<file path="src/pkg/sscl_pkg.sv">
// package for the serial setup chain loader: widths, counts and carriers
package sscl_pkg;

  // ****************************************
  // setup word geometry
  // ****************************************
  localparam int unsigned SETUP_BITS  = 64;
  localparam int unsigned CNT_W       = 7;
  localparam logic [6:0]  CNT_FULL    = 7'h40;
  localparam logic [6:0]  CNT_ZERO    = 7'h00;
  localparam logic [63:0] SETUP_RESET = 64'h0000_0000_0000_0000;

  // ****************************************
  // serial pins, before and after synchronising, and the loading state
  // ****************************************
  typedef struct packed {
    logic clk;
    logic data;
    logic enable_n;
  } sscl_serial_t;

  typedef enum logic [0:0] {
    SSCL_LOADING,
    SSCL_DONE
  } sscl_state_t;

endpackage

</file>
<file path="src/rtl/sscl_loader.sv">
// serial setup chain loader: shift-in, done/enable follow and pass-through
// ****************************************
// ****************************************
`timescale 1ns/1ps
module sscl_loader
(
  input  wire logic        mclk,
  input  wire logic        resetn,
  input  wire logic        serial_clk,
  input  wire logic        serial_data_in,
  input  wire logic        serial_load_enable_in,
  input  wire logic        serial_mode_select,
  output      logic        serial_load_done_out,
  output      logic        serial_data_out,
  output      logic        queue_access_ready,
  output      logic [63:0] setup_word
);

  // ****************************************
  // pin synchronising and edge finding
  // ****************************************
  sscl_pkg::sscl_serial_t pins_raw;
  sscl_pkg::sscl_serial_t pins_sync;
  logic                   sclk_prev_reg;
  logic                   sclk_rise;
  logic                   mode_serial_reg;
  logic                   mode_captured_reg;
  logic                   mode_meta_reg;
  logic                   mode_sync_reg;
  logic [1:0]             settle_reg;
  sscl_pkg::sscl_state_t  state_reg;
  logic [6:0]             count_reg;
  logic [63:0]            shift_reg;
  logic                   accept;

  assign pins_raw = '{clk: serial_clk, data: serial_data_in, enable_n: serial_load_enable_in};

  sscl_sync u_sync
  (
    .mclk    (mclk),
    .resetn  (resetn),
    .pin_in  (pins_raw),
    .pin_out (pins_sync)
  );

  always_ff @(posedge mclk or negedge resetn)
  begin
    if (!resetn)
      sclk_prev_reg <= 1'b0;
    else
      sclk_prev_reg <= pins_sync.clk;
  end

  assign sclk_rise = pins_sync.clk & ~sclk_prev_reg;

  // ****************************************
  // configuration method, caught after reset release
  // ****************************************
  // strap is a pin like the others, so it crosses two flops first
  always_ff @(posedge mclk or negedge resetn)
  begin
    if (!resetn)
    begin
      mode_meta_reg <= 1'b0;
      mode_sync_reg <= 1'b0;
    end
    else
    begin
      mode_meta_reg <= serial_mode_select;
      mode_sync_reg <= mode_meta_reg;
    end
  end

  // marks when the strap synchroniser holds a post-reset sample
  always_ff @(posedge mclk or negedge resetn)
  begin
    if (!resetn)
      settle_reg <= 2'h0;
    else
      settle_reg <= {settle_reg[0], 1'b1};
  end

  // sampled once; a strap that moves later is ignored on purpose
  always_ff @(posedge mclk or negedge resetn)
  begin
    if (!resetn)
    begin
      mode_serial_reg   <= 1'b0;
      mode_captured_reg <= 1'b0;
    end
    else if (settle_reg[1] && !mode_captured_reg)
    begin
      mode_serial_reg   <= mode_sync_reg;
      mode_captured_reg <= 1'b1;
    end
  end

  // ****************************************
  // shift register and bit count
  // ****************************************
  // full count refuses a further edge in the cycle before the state moves
  assign accept = sclk_rise && !pins_sync.enable_n && mode_serial_reg
                  && state_reg == sscl_pkg::SSCL_LOADING
                  && count_reg != sscl_pkg::CNT_FULL;

  always_ff @(posedge mclk or negedge resetn)
  begin
    if (!resetn)
      shift_reg <= sscl_pkg::SETUP_RESET;
    else if (accept)
      shift_reg <= {shift_reg[62:0], pins_sync.data};
  end

  always_ff @(posedge mclk or negedge resetn)
  begin
    if (!resetn)
      count_reg <= sscl_pkg::CNT_ZERO;
    else if (accept)
      count_reg <= count_reg + 7'h01;
  end

  // ****************************************
  // loading state
  // ****************************************
  // default programming finishes as soon as the mode is known
  always_ff @(posedge mclk or negedge resetn)
  begin
    if (!resetn)
      state_reg <= sscl_pkg::SSCL_LOADING;
    else
    begin
      unique case (state_reg)
        sscl_pkg::SSCL_LOADING:
          if ((mode_captured_reg && !mode_serial_reg) || count_reg == sscl_pkg::CNT_FULL)
            state_reg <= sscl_pkg::SSCL_DONE;
        sscl_pkg::SSCL_DONE:
          state_reg <= sscl_pkg::SSCL_DONE;
      endcase
    end
  end

  // ****************************************
  // outputs
  // ****************************************
  always_ff @(posedge mclk or negedge resetn)
  begin
    if (!resetn)
      serial_load_done_out <= 1'b1;
    else if (state_reg == sscl_pkg::SSCL_DONE)
      serial_load_done_out <= pins_sync.enable_n;
    else
      serial_load_done_out <= 1'b1;
  end

  // pass-through is three mclk behind the pin (two sync flops, one output flop); fine at the slow serial rate
  always_ff @(posedge mclk or negedge resetn)
  begin
    if (!resetn)
      serial_data_out <= 1'b0;
    else if (state_reg == sscl_pkg::SSCL_DONE && !serial_load_done_out)
      serial_data_out <= pins_sync.data;
    else
      serial_data_out <= 1'b0;
  end

  always_ff @(posedge mclk or negedge resetn)
  begin
    if (!resetn)
      queue_access_ready <= 1'b0;
    else if (state_reg == sscl_pkg::SSCL_DONE && !serial_load_done_out)
      queue_access_ready <= 1'b1;
  end

  always_ff @(posedge mclk or negedge resetn)
  begin
    if (!resetn)
      setup_word <= sscl_pkg::SETUP_RESET;
    else if (state_reg == sscl_pkg::SSCL_LOADING && count_reg == sscl_pkg::CNT_FULL)
      setup_word <= shift_reg;
  end

  // ****************************************
  // checks
  // ****************************************
  property p_no_shift_when_high;
    @(posedge mclk) disable iff (!resetn)
    pins_sync.enable_n |=> $stable(count_reg);
  endproperty
  a_no_shift_when_high: assert property (p_no_shift_when_high)
    else $error("bit taken while enable high");

  property p_done_high_loading;
    @(posedge mclk) disable iff (!resetn)
    state_reg == sscl_pkg::SSCL_LOADING |=> serial_load_done_out;
  endproperty
  a_done_high_loading: assert property (p_done_high_loading)
    else $error("done low before loading ended");

  property p_done_follows;
    @(posedge mclk) disable iff (!resetn)
    state_reg == sscl_pkg::SSCL_DONE |=> serial_load_done_out == $past(pins_sync.enable_n);
  endproperty
  a_done_follows: assert property (p_done_follows)
    else $error("done does not follow enable");

  property p_ready_after_done;
    @(posedge mclk) disable iff (!resetn)
    $rose(queue_access_ready) |-> $past(serial_load_done_out) == 1'b0;
  endproperty
  a_ready_after_done: assert property (p_ready_after_done)
    else $error("queue access before done low");

  property p_pass_through;
    @(posedge mclk) disable iff (!resetn)
    state_reg == sscl_pkg::SSCL_DONE && !serial_load_done_out
      |=> serial_data_out == $past(pins_sync.data);
  endproperty
  a_pass_through: assert property (p_pass_through)
    else $error("serial data not passed through");

  property p_shift_step;
    @(posedge mclk) disable iff (!resetn)
    accept |=> shift_reg[0] == $past(pins_sync.data) && count_reg == $past(count_reg) + 7'h01;
  endproperty
  a_shift_step: assert property (p_shift_step)
    else $error("shift register did not advance");

  property p_mode_gate;
    @(posedge mclk) disable iff (!resetn)
    mode_captured_reg && !mode_serial_reg |=> $stable(shift_reg);
  endproperty
  a_mode_gate: assert property (p_mode_gate)
    else $error("shifting without serial mode");

  property p_full_count;
    @(posedge mclk) disable iff (!resetn)
    state_reg == sscl_pkg::SSCL_LOADING && count_reg == sscl_pkg::CNT_FULL
      |=> state_reg == sscl_pkg::SSCL_DONE;
  endproperty
  a_full_count: assert property (p_full_count)
    else $error("loading not done at full count");

endmodule

</file>
<file path="src/rtl/sscl_sync.sv">
// two-flop synchroniser for the serial pins
`timescale 1ns/1ps
module sscl_sync
(
  input  wire logic                  mclk,
  input  wire logic                  resetn,
  input  wire sscl_pkg::sscl_serial_t pin_in,
  output      sscl_pkg::sscl_serial_t pin_out
);

  sscl_pkg::sscl_serial_t meta_reg;
  sscl_pkg::sscl_serial_t sync_reg;

  // enable idles high so the loader never sees a false start
  always_ff @(posedge mclk or negedge resetn)
  begin
    if (!resetn)
    begin
      meta_reg <= '{clk: 1'b0, data: 1'b0, enable_n: 1'b1};
      sync_reg <= '{clk: 1'b0, data: 1'b0, enable_n: 1'b1};
    end
    else
    begin
      meta_reg <= pin_in;
      sync_reg <= meta_reg;
    end
  end

  assign pin_out = sync_reg;

endmodule

</file>
<file path="config.mk">
export PLATFORM = sky130hd
export DESIGN_NAME = sscl_loader
export DESIGN_NICKNAME = d
export VERILOG_FILES = /design/src/pkg/sscl_pkg.sv /design/src/rtl/sscl_loader.sv /design/src/rtl/sscl_sync.sv
export SDC_FILE = /design/constraint.sdc
export NUM_CORES = 1
export LEC_CHECK = 0
export BUFFER_PORTS_ARGS = -buffer_cell sky130_fd_sc_hd__clkbuf_2
export CAP_MARGIN = 20
export CORE_ASPECT_RATIO = 1.2
export CORE_MARGIN = 1
export CORE_UTILIZATION = 57
export DETAILED_ROUTE_END_ITERATION = 8
export GPL_TIMING_DRIVEN = 0
export PLACE_DENSITY = 0.83
export RECOVER_POWER = 100
export SYNTH_ARGS = -nofsm -noshare
export SYNTH_HDL_FRONTEND = slang
export SYNTH_SLANG_ARGS = --single-unit
</file>
<file path="constraint.sdc">
create_clock -name mclk -period 2.67 [get_ports mclk]
set_input_delay 0.1335 -clock mclk [delete_from_list [all_inputs] [get_ports mclk]]
set_output_delay 0.1335 -clock mclk [all_outputs]
set_load 0.01 [all_outputs]
</file>
; ---- Word level (Yosys, flattened, before mapping)
; Cells that the tools add are included.
[classes]
n_mux = 4
mul = 0
add_sub_neg = 1
order_cmp = 0
eq_ne = 2
n_shift = 0
bitwise_logic = 3
n_reduce_logical = 13
div = 0
[op_table]
columns = op, count
row1 = logical AND 1 bit, 8
row2 = "adder 7 x 1 -> 7 bit, second input constant", 1
row3 = "equality test 7 bit, second input constant", 1
row4 = "!= test 7 bit, second input constant", 1
row5 = zero test 1 bit, 4
row6 = 2-to-1 mux 1 bit, 3
row7 = inverter 1 bit, 2
row8 = case mux 1 bit (2 select lines), 1
row9 = bitwise AND 1 bit, 1
row10 = logical OR 1 bit, 1
[totals]
out_inout_bits = 67
ff_bits = 152
n_memories = 0
elab_cells = 42
romBits = 0
inputBits = 6
latchBits = 0
ramBits = 0

; ---- Depth between registers and ports, before layout
; Gate-level depths: netlist (run 1).
[logic_depth]
depth_word = 6
depth_mapped = 7
ltp_nobuf = 6

; ---- By module
; A second synthesis (run 1) with hierarchy kept.
[unflattened]
hier_cells = 330
hier_area_um2 = 6115.9
[by_module_without_submodules]
columns = mod, cells_each, area_per_inst_um2, seq_area_each_um2, instances
row1 = sscl_loader, 324, 5963.2, 3654.8, 1
row2 = sscl_sync, 6, 152.6, 152.6, 1

; ---- Least setup slack after synthesis (run 1)
; Ideal clock, no wire load.
[synth_timing]
kind = reg-to-reg
from = reg count_reg[0]
to = reg shift_reg[10]
n_path_buf = 1
slack_ns = 0.772
period_less_slack_ns = 1.898
path_stages_with_launch = 7
t_arrival_ns = 1.773
required_ns = 2.545
setup_ns = 0.125
cell_sequence = dfrtp_1 -> inv_1 -> ha_1 -> and2_1 -> a211oi_4 -> buf_6 -> mux2_2
[synth_between]
elab_chain_cells = 2
[synth_lines]
columns = item, line_no
row1 = start: declaration, sscl_loader.sv:32  ; logic [6:0] count_reg;
row2 = start signal: assignment, sscl_loader.sv:117  ; count_reg <= sscl_pkg::CNT_ZERO;
row3 = start signal: assignment, sscl_loader.sv:119  ; count_reg <= count_reg + 7'h01;
row4 = != test 7 bit, sscl_loader.sv:104  ; && count_reg != sscl_pkg::CNT_FULL;
row5 = logical AND 1 bit, sscl_loader.sv:104
row6 = end signal: assignment, sscl_loader.sv:109  ; shift_reg <= sscl_pkg::SETUP_RESET;
row7 = end signal: assignment, sscl_loader.sv:111  ; shift_reg <= {shift_reg[62:0], pins_sync.data};
row8 = end: declaration, sscl_loader.sv:33  ; logic [63:0] shift_reg;
; No other way between the ends.
; A chain may end at the register's enable or synchronous reset.

; ---- Final worst setup path (run 1)
[layout_timing]
from = reg count_reg[0]
to = reg setup_word[55]
[layout_between]
elab_chain_cells = 2
[layout_lines]
columns = item, line_no
row1 = equality test 7 bit, sscl_loader.sv:178  ; else if (state_reg == sscl_pkg::SSCL_LOADING && count_reg == sscl_pkg::CNT_FULL)
row2 = logical AND 1 bit, sscl_loader.sv:178
row3 = end signal: assignment, sscl_loader.sv:177  ; setup_word <= sscl_pkg::SETUP_RESET;
row4 = end signal: assignment, sscl_loader.sv:179  ; setup_word <= shift_reg;
row5 = end: declaration, sscl_loader.sv:16  ; output logic [63:0] setup_word
; No other way between the ends.

==> results.py, run 1 <==
metrics = {
    "run_status": {
        "status": "finished clean",
    },
    "place": {
        "dp.cells": 525,
        "place_congestion": 0.7302,
        "port_buffers": 72,
        "place_hpwl_um": 5873,
        "preCtsSetupSlack_ns": 0.4488,
    },
    "power": {
        "powerDensity_nw_per_um2": 720.5,
        "power_frac_seq_pct": 47.7,
        "power.internal_mw": 3.973,
        "swShare_pct": 18.45,
        "switchingPower_uw": 899.0,
        "vdd.ir_drop.worst_uv": 456.9,
        "total_leakage_power_nw": 3.384,
        "p_comb_share_pct": 1.3,
        "finalPower_mw": 4.872,
        "p_clk_share_pct": 51.0,
    },
    "sta": {
        "final_max_slew_viol_count": 0,
        "final.setup.worst_slack_ns": 0.3831,
        "post-route-period-util_pct": 85.65,
        "relSlewSlack_pct": 21.00,
        "hold_violations": 0,
        "layout_min_cycle_time_ns": 2.287,
        "hold_slack_ns": 0.3490,
        "fmax_mhz": 437.3,
        "tightest_slew_ns": 1.185,
        "skew_ns": 0.005738,
        "rsz0062_at_grt": "no",
        "setup_viol": 0,
    },
    "synth": {
        "synth_area_leaders": "dfrtp_1 66%, mux2_2 21%, mux2_1 4.6%, buf_6 2.6%, dfstp_2 1.4%",
        "seq_area_frac_synth_pct": 67.10,
        "postSynth.asyncResetShare_pct": 100.0,
        "yosysWarnings": 0,
        "synth_top_area_share_pct": 65.71,
        "synthFlopType": "dfrtp_1",
        "syn_inst": 329,
        "synth_nets": 337,
        "synth.distinct_cells": 25,
        "ys_ff_latch": 152,
        "yosysTopAreaCell": "dfrtp_1",
        "synth_edf_count": 0,
        "synth.avg_cell_area_sq_um": 17.25,
        "synth_area_sq_um": 5674,
    },
    "final_layout": {
        "num-nets-final": 434,
        "finalNonFillerCells": 561,
        "area_growth_pct": 19.18,
        "utilization_pct": 70.35,
        "mostFrequentLayoutCells": "149 x dfrtp_1, 104 x mux2_2, 68 x clkbuf_1, 24 x mux2_1, 17 x clkbuf_16",
        "layout_commonest_cell": "dfrtp_1",
        "antenna_cells": 0,
        "drive_gt1_share_pct": 36.99,
    },
    "global_route": {
        "grt_max_degree": 103,
        "grt_antenna_before_repair": 0,
        "overflow": 0,
        "track_usage_pct": 20.14,
        "grt_pass1_vias": 3131,
        "grt_first_pass_wirelength_um": 15720,
    },
    "worst_setup_path": {
        "crit_fanout": 10,
        "path_class": "reg -> reg",
        "path_cells": "inv_1 -> ha_1 -> and2_0 -> nand2_2 -> nor2_2 -> clkbuf_2 -> mux2_2",
        "cp.depth": 7,
        "crit_path_end_kind": "register",
        "cp_num_buf_inv": 2,
        "reg2regPathDepth": 7,
        "path_delay_family": "simple AND/OR/NAND/NOR gates",
        "slowest_delay_ns": 0.43,
        "cp-start-kind": "register",
        "crit_arrival_ns": 2.57,
        "slowest_stage": "nor2_2",
        "crit_required_ns": 2.96,
    },
    "cts": {
        "cts_tree": "built",
        "cts.reportedPaths.clkPinSlew_ns": 0.06,
        "cts_setup_buffers": 0,
        "clk_latency_ns": 0.40,
        "cts_sinks": 152,
        "h-tree-depth": 4,
        "cts.path.max_buffers": 2,
        "cts_inserted_buffers": 17,
        "clockRootBuffer": "clkbuf_16",
    },
    "floorplanning": {
        "die_x_um": 93.08,
        "die_h_um": 111.3,
        "rows": 39,
        "ioPinCount": 73,
        "initial_utilization_pct": 59.03,
        "core_sq_um": 9613,
        "die_area_sq_um": 10360,
    },
    "hold_path": {
        "hold_class": "reg -> reg",
        "min_path_cells": 0,
    },
    "route": {
        "via_per_inst": 5.264,
        "drcViolationCount": 0,
        "wirelength_um": 9388,
        "wl_per_cell_um": 16.73,
        "initialDrtViolationCount": 89,
        "drtAntennaViolNets": 0,
        "vias": 2953,
        "first_pass_iters": 3,
    },
    "run": {
        "drv_cap": 0,
    },
}
-- area by class of cell --
type | count | area (sq um)
Tap cell | 123 | 153.9
Inverter | 4 | 15.01
Clock inverter | 6 | 110.1
Multi-Input combinational cell | 160 | 1692
Clock buffer | 25 | 525.5
Buffer | 13 | 121.4
Sequential cell | 152 | 3807
Fill cell | 635 | 2850
Timing Repair Buffer | 78 | 337.8
-- worst paths after layout --
kind,start,to,slack (ns)
max,count_reg[0],setup_word[55],0.38
min,u_sync.meta_reg[2],u_sync.pin_out[2],0.35
max reg2reg,count_reg[0],setup_word[55],0.38
min reg2reg,u_sync.meta_reg[2],u_sync.pin_out[2],0.35
max in group asynchronous,resetn,shift_reg[20],0.69
min in group asynchronous,resetn,setup_word[56],0.52
-- per-stage QoR --
stage | setup TNS, ns | area, sq um
2_1_floorplan | 0 | 5674
3_3_place_gp | -135.86 | 6188
3_5_place_dp | 0 | 6225
4_1_cts | 0 | 6910
5_1_grt | 0 | 6763
6_report | 0 | 6763
-- power groups by stage --
stage	combinational, mW	sequential (mW)	clock, mW
final	0.0632	2.33	2.48
after global routing	0.0758	2.33	2.64
after CTS	0.0718	2.33	2.53
after detailed placement	0.0657	2.37	0
after global placement	0.0574	2.37	0
after floorplan	0.00740	2.37	0
-- cells by family (layout without fill, tap and decap cells) --
kind of cell	count (synthesis)	in the layout	synth area share, %
AOI/OAI and AO/OA	7	7	1.036
xor gates and xnor gates	6	6	0.9261
muxes	128	128	25.40
and+or+nand+nor	16	16	2.183
DFF	152	152	67.10
adders and majority gates	2	2	0.4409
buffers and inverters	17	126	2.844
other	1	1	0.06609
-- metal layers --
metal  share of wire [%]  global-route usage [%]  wire [um]  up-vias
li1                    -                       -          -     1342
met1                  44                   25.77       4100     1540
met2                  51                   32.21       4778       61
met3                 4.1                   6.379        385       10
met4                 1.3                   7.385        124        0
met5                   0                       0          0        -
-- Yosys cell counts (2+ instances only) --
cell	count
dfrtp_1	149
mux2_2	105
nand4_1	2
xnor2_1	6
mux2_1	23
dfstp_2	3
buf_6	13
ha_1	2
o21ai_0	2
and3_1	3
nand2_1	4
inv_1	4
-- repair_timing --
action / in CTS / in global routing
hold endpoints to repair: 54 / 0
hold buffers: 5 / 0
resized for setup: 0 / 0
No activity file was read; power rests on OpenSTA's default activity.
==> run 2: changes to the inputs <==
--- a/config.mk
+++ b/config.mk
@@ -5,14 +5,15 @@
 export SDC_FILE = /design/constraint.sdc
 export NUM_CORES = 1
 export LEC_CHECK = 0
-export BUFFER_PORTS_ARGS = -buffer_cell sky130_fd_sc_hd__clkbuf_2
+export ABC_CLOCK_PERIOD_IN_PS = 2670
 export CAP_MARGIN = 20
 export CORE_ASPECT_RATIO = 1.2
 export CORE_MARGIN = 1
-export CORE_UTILIZATION = 57
+export CORE_UTILIZATION = 60
 export DETAILED_ROUTE_END_ITERATION = 8
+export DONT_BUFFER_PORTS = 1
 export GPL_TIMING_DRIVEN = 0
-export PLACE_DENSITY = 0.83
+export PLACE_DENSITY = 0.8
 export RECOVER_POWER = 100
 export SYNTH_ARGS = -nofsm -noshare
 export SYNTH_HDL_FRONTEND = slang
==> run 2 against run 1 <==
The flow now finishes with violations (hold timing). First-iteration DRC count grew 5.6%. Highest routed layer unchanged. Sequential share of layout area grew 2.4 points. Register-to-register slack is essentially flat. Power shrank 0.23%. Clock skew grew 0.0036 ns. Flip-flop and latch count is the same. Final cell count shrank 14%. Worst setup slack gained 0.012 ns. Critical path depth is the same. Die area shrank 4.9%. Sequential power is essentially flat. Critical endpoint is now setup_word[49]. Count of clock-buffer cells in the layout shrank 4.
==> results.py, run 2 (synthesis results as in run 1) <==
metrics = {
    "cts": {
        "clk_latency_ns": 0.52,
        "cts_sinks": 152,
        "cts.path.max_buffers": 2,
        "cts.reportedPaths.clkPinSlew_ns": 0.06,
        "cts_setup_buffers": 0,
        "clockRootBuffer": "clkbuf_8",
        "cts_tree": "built",
        "cts_inserted_buffers": 17,
        "cts_hold_buf": 4,
        "post_cts_resized": 0,
        "h-tree-depth": 4,
    },
    "power": {
        "vdd.ir_drop.worst_uv": 517.8,
        "powerDensity_nw_per_um2": 749.9,
        "total_leakage_power_nw": 3.273,
    },
    "worst_setup_path": {
        "cp-start-kind": "register",
        "path_class": "reg -> reg",
        "slowest_stage": "nor2_2",
        "crit_required_ns": 3.06,
        "crit_path_end_kind": "register",
        "crit_fanout": 10,
        "path_cells": "inv_1 -> ha_1 -> and2_0 -> nand2_2 -> nor2_2 -> buf_6 -> mux2_1",
        "slowest_delay_ns": 0.57,
        "cp_num_buf_inv": 2,
        "crit_arrival_ns": 2.66,
        "path_delay_family": "simple AND/OR/NAND/NOR gates",
    },
    "run_status": {
        "violations": "hold timing",
        "status": "complete, but fails checks",
    },
    "global_route": {
        "grt_pass1_vias": 2831,
        "grt_first_pass_wirelength_um": 13880,
        "grt_max_degree": 153,
        "overflow": 0,
        "grt_antenna_before_repair": 0,
        "track_usage_pct": 18.62,
    },
    "run": {
        "drv_cap": 0,
    },
    "floorplanning": {
        "die_area_sq_um": 9852,
        "die_h_um": 108.5,
        "ioPinCount": 73,
        "initial_utilization_pct": 62.16,
        "core_sq_um": 9129,
        "die_x_um": 90.78,
        "rows": 38,
    },
    "final_layout": {
        "mostFrequentLayoutCells": "149 x dfrtp_1, 105 x mux2_2, 23 x mux2_1, 16 x clkbuf_16, 13 x buf_6",
        "drive_gt1_share_pct": 42.47,
        "fillerInstances": 596,
        "antenna_cells": 0,
        "num-nets-final": 360,
        "area_growth_pct": 14.24,
        "layout_commonest_cell": "dfrtp_1",
    },
    "route": {
        "via_per_inst": 5.400,
        "wirelength_um": 8353,
        "drcViolationCount": 0,
        "drtAntennaViolNets": 0,
        "initialDrtViolationCount": 94,
        "wl_per_cell_um": 17.22,
        "vias": 2619,
        "first_pass_iters": 3,
    },
    "sta": {
        "rsz0062_at_grt": "no",
        "final.setup.worst_slack_ns": 0.3950,
        "post-route-period-util_pct": 85.21,
        "layout_min_cycle_time_ns": 2.275,
        "tightest_slew_ns": 0.7317,
        "hold_slack_ns": -0.6865,
        "fmax_mhz": 439.6,
        "relSlewSlack_pct": 51.17,
        "setup_viol": 0,
        "skew_ns": 0.009323,
        "final_max_slew_viol_count": 0,
        "totalNegativeSetupSlack_ns": 0,
        "hold_violations": 152,
    },
    "hold_path": {
        "hold_class": "in -> async",
    },
    "place": {
        "preCtsSetupSlack_ns": 0.4310,
        "port_buffers": 0,
        "place_hpwl_um": 5187,
        "place_congestion": 0.7001,
    },
}
[run 2: routing by layer]
metal / GRT usage (%) / share of wire (%)
met5: 0 / 0
met4: 7.823 / 1.5
met3: 7.525 / 6.6
met2: 28.63 / 47
met1: 23.64 / 45
[run 2: layout make-up]
cell class | instances | area [sq um] | area share [%]
timing repair buffer | 4 | 40.04 | 0.6176
sequential | 152 | 3807 | 58.73
inverter | 4 | 15.01 | 0.2316
buffer | 13 | 146.4 | 2.258
clock buffer | 21 | 439.2 | 6.775
tap | 120 | 150.1 | 2.316
multi-input combinational | 160 | 1692 | 26.10
clock inverter | 11 | 192.7 | 2.972
[run 2: stage by stage]
stage / hold WS (ns) / util, % / total power, mW / instance area, sq um / std cells
2_1_floorplan: -0.1621 / - / 2.373 / 5674 / 329
3_3_place_gp: -0.1585 / 63.80 / 2.375 / 5824 / 449
3_5_place_dp: -0.1583 / 63.80 / 2.377 / 5824 / 449
4_1_cts: -0.7124 / 71.16 / 4.914 / 6496 / 485
5_1_grt: -0.7154 / 71.01 / 5.005 / 6482 / 485
6_report: -0.6865 / 71.01 / 4.861 / 6482 / 485
[run 2: worst paths after layout]
| check | start | to | slack, ns | depth (start not counted) |
|---|---|---|---|---|
| max | count_reg[0] | setup_word[49] | 0.40 | 7 |
| min | resetn | setup_word[42] | -0.69 | 0 |
| max reg2reg | count_reg[0] | setup_word[49] | 0.40 | 7 |
| min reg2reg | u_sync.meta_reg[1] | u_sync.pin_out[1] | 0.35 | 0 |
| max in group asynchronous | resetn | u_sync.meta_reg[0] | 3.06 | 0 |
| min in group mclk | serial_load_enable_in | u_sync.meta_reg[0] | 0.16 | 1 |
[run 2: power breakdown]
group | switching [mW] | internal (mW) | leakage [nW]
combinational | 0.00406 | 0.00892 | 0.896
clock | 0.882 | 1.64 | 0.303
sequential | 0.00791 | 2.32 | 2.07
==> run 3: changes to the inputs <==
--- a/config.mk
+++ b/config.mk
@@ -5,6 +5,7 @@
 export SDC_FILE = /design/constraint.sdc
 export NUM_CORES = 1
 export LEC_CHECK = 0
+export ABC_AREA = 1
 export ABC_CLOCK_PERIOD_IN_PS = 2670
 export CAP_MARGIN = 20
 export CORE_ASPECT_RATIO = 1.2
==> run 3 against run 2 <==
The flow still finishes with violations (hold timing). Clock skew decreased by 0.00059 ns. Register-to-register slack improved by 0.21 ns. Flip-flop and latch count unchanged. Critical path type unchanged. Largest cell class unchanged.
==> results.py, run 3 <==
metrics = {
    "synth": {
        "synth_nets": 653,
        "yosysTopAreaCell": "dfrtp_1",
        "synth_top_family_by_area": "simple AND/OR/NAND/NOR gates",
        "synth_top_area_share_pct": 62.54,
        "synth_edf_count": 0,
        "synth.distinct_cells": 26,
        "seq_area_frac_synth_pct": 63.86,
        "synth.avg_cell_area_sq_um": 9.243,
        "yosysWarnings": 0,
        "synth-adder-area-share_pct": 0.4197,
        "synth_mux_area_share_pct": 0,
        "yosys.area_share.simple_pct": 24.68,
        "postSynth.asyncResetShare_pct": 100.0,
        "synthFlopType": "dfrtp_1",
        "synth_area_sq_um": 5962,
        "ys_ff_latch": 152,
        "synth_area_leaders": "dfrtp_1 63%, nand2_1 21%, o21ai_1 4.3%, o21ai_0 1.4%, dfstp_2 1.3%",
        "syn_inst": 645,
        "yosysMostFrequentCell": "nand2_1",
        "synth-compound-area-share_pct": 5.918,
        "synth_commonest_cells": "341 x nand2_1, 149 x dfrtp_1, 51 x o21ai_1",
        "synthXorXnorAreaFrac_pct": 0.4407,
    },
    "floorplanning": {
        "die_h_um": 111.2,
        "initial_utilization_pct": 62.34,
        "rows": 39,
        "core_sq_um": 9564,
        "die_x_um": 93.00,
        "ioPinCount": 73,
        "die_area_sq_um": 10340,
    },
    "final_layout": {
        "mostFrequentLayoutCells": "342 x nand2_1, 149 x dfrtp_1, 63 x o21ai_0, 17 x clkbuf_16, 16 x clkbuf_1",
        "drive_gt1_share_pct": 9.838,
        "register_area_sq_um": 3807,
        "layout_commonest_cell": "nand2_1",
        "multi_input_area_sq_um": 1872,
        "antenna_cells": 0,
        "fillerInstances": 729,
        "num-nets-final": 676,
        "utilization_pct": 70.38,
        "finalNonFillerCells": 804,
        "area_growth_pct": 12.91,
    },
    "sta": {
        "totalNegativeSetupSlack_ns": 0,
        "hold_slack_ns": -0.5879,
        "rsz0062_at_grt": "no",
        "tightest_slew_ns": 0.7349,
        "relSlewSlack_pct": 51.00,
        "hold_violations": 152,
        "skew_ns": 0.008734,
        "final_max_slew_viol_count": 0,
        "fmax_mhz": 484.8,
        "layout_min_cycle_time_ns": 2.063,
        "post-route-period-util_pct": 77.26,
        "setup_viol": 0,
    },
    "run": {
        "drv_cap": 0,
    },
    "cts": {
        "cts_inserted_buffers": 17,
        "clk_latency_ns": 0.42,
        "clockRootBuffer": "clkbuf_16",
        "cts_setup_buffers": 0,
        "post_cts_resized": 0,
        "cts_hold_buf": 4,
        "cts.path.max_buffers": 2,
        "cts_tree": "built",
        "cts_sinks": 152,
        "cts.reportedPaths.clkPinSlew_ns": 0.06,
        "h-tree-depth": 4,
    },
    "worst_setup_path": {
        "crit_required_ns": 3.02,
        "crit_path_end_kind": "register",
        "slowest_stage": "clkbuf_1",
        "path_class": "reg -> reg",
        "cp-start-kind": "register",
        "slowest_delay_ns": 0.60,
        "path_cells": "inv_1 -> ha_1 -> nand2_1 -> inv_1 -> nand3_1 -> clkbuf_1 -> buf_6 -> o21ai_0 -> nand2_1",
        "crit_arrival_ns": 2.41,
        "crit_fanout": 10,
    },
    "place": {
        "place_congestion": 0.7598,
        "port_buffers": 0,
        "dp.cells": 768,
        "place_hpwl_um": 7481,
    },
    "hold_path": {
        "hold_class": "in -> async",
    },
    "run_status": {
        "status": "complete, but fails checks",
        "violations": "hold timing",
    },
    "route": {
        "vias": 4151,
        "via_per_inst": 5.163,
        "drcViolationCount": 0,
        "drtAntennaViolNets": 0,
        "wirelength_um": 11560,
        "first_pass_iters": 4,
        "initialDrtViolationCount": 246,
        "wl_per_cell_um": 14.37,
    },
    "global_route": {
        "grt_pass1_vias": 4152,
        "track_usage_pct": 24.46,
        "grt_antenna_before_repair": 0,
        "overflow": 0,
        "grt_first_pass_wirelength_um": 19350,
        "grt_max_degree": 153,
    },
    "power": {
        "vdd.ir_drop.worst_uv": 509.5,
        "total_leakage_power_nw": 3.747,
        "powerDensity_nw_per_um2": 708.2,
    },
}
## run 3: changes by cell type in the layout (fill, tap and decap cells not counted), sizes merged, moves of 8 or more
cell | previous run | this run
buf | 13 | 21
clkbuf | 21 | 34
mux2 | 128 | 0
nand2 | 5 | 352
nor2 | 1 | 12
o21ai | 2 | 68
## run 3: per-stage QoR
step	hold slack [ns]	cell area, sq um	power, mW	setup slack [ns]
6_report	-0.5879	6731	4.768	0.6073
4_1_cts	-0.5992	6755	4.789	0.9640
5_1_grt	-0.6079	6731	4.897	0.4323
3_3_place_gp	-0.1571	6116	2.406	1.090
3_5_place_dp	-0.1581	6116	2.410	1.013
2_1_floorplan	-0.1621	5962	2.401	1.253
## run 3: report_power, final
group	switching, mW	internal [mW]
combinational	0.0185	0.0138
sequential	0.0136	2.33
clock	0.903	1.49
total	0.935	3.83
## run 3: cells by family (layout without fill, tap and decap cells)
family | after synthesis | after routing
adders and majority gates | 2 | 2
and+or+nand+nor | 370 | 370
DFF | 152 | 152
AOI/OAI and AO/OA | 70 | 70
xor gates and xnor gates | 3 | 3
buffers and inverters | 47 | 83
other | 1 | 1
## run 3: path summary, 6_finish.rpt
check / startpoint / end / slack (ns) / cells after the start
min in group mclk: serial_load_enable_in / u_sync.meta_reg[0] / 0.26 / 1
setup / recovery: count_reg[0] / setup_word[14] / 0.61 / 9
hold / removal: resetn / setup_word[48] / -0.59 / 0
hold reg to reg: settle_reg[0] / settle_reg[1] / 0.35 / 0
setup reg to reg: count_reg[0] / setup_word[14] / 0.61 / 9
max in group asynchronous: resetn / u_sync.pin_out[0] / 2.97 / 0
## run 3: metal layers
metal / vias to the layer above / track usage (%) / share of wire, %
li1: 2036 / - / -
met1: 1999 / 30.83 / 43
met2: 100 / 39.26 / 50
met3: 16 / 7.682 / 5.5
met4: 0 / 9.744 / 1.4
met5: - / 0 / 0
## run 3: critical path, delay by kind of cell (launching register included)
kind / cells / cell delay (ns)
flip-flops: 1 / 0.39
buffers and inverters: 4 / 0.94
AO/OA/AOI/OAI: 1 / 0.10
AND/OR/NAND/NOR: 3 / 0.35
adder cells (fa/ha/maj): 1 / 0.21
## run 3: final cells by class
type                       count  share of cell area (%)
sequential                   152                   56.56
multi-input combinational    446                   27.81
clock buffer                  21                   6.691
buffer                        34                   3.123
tap                          123                   2.286
clock inverter                11                   2.212
inverter                      13                  0.7249
timing repair buffer           4                  0.5948
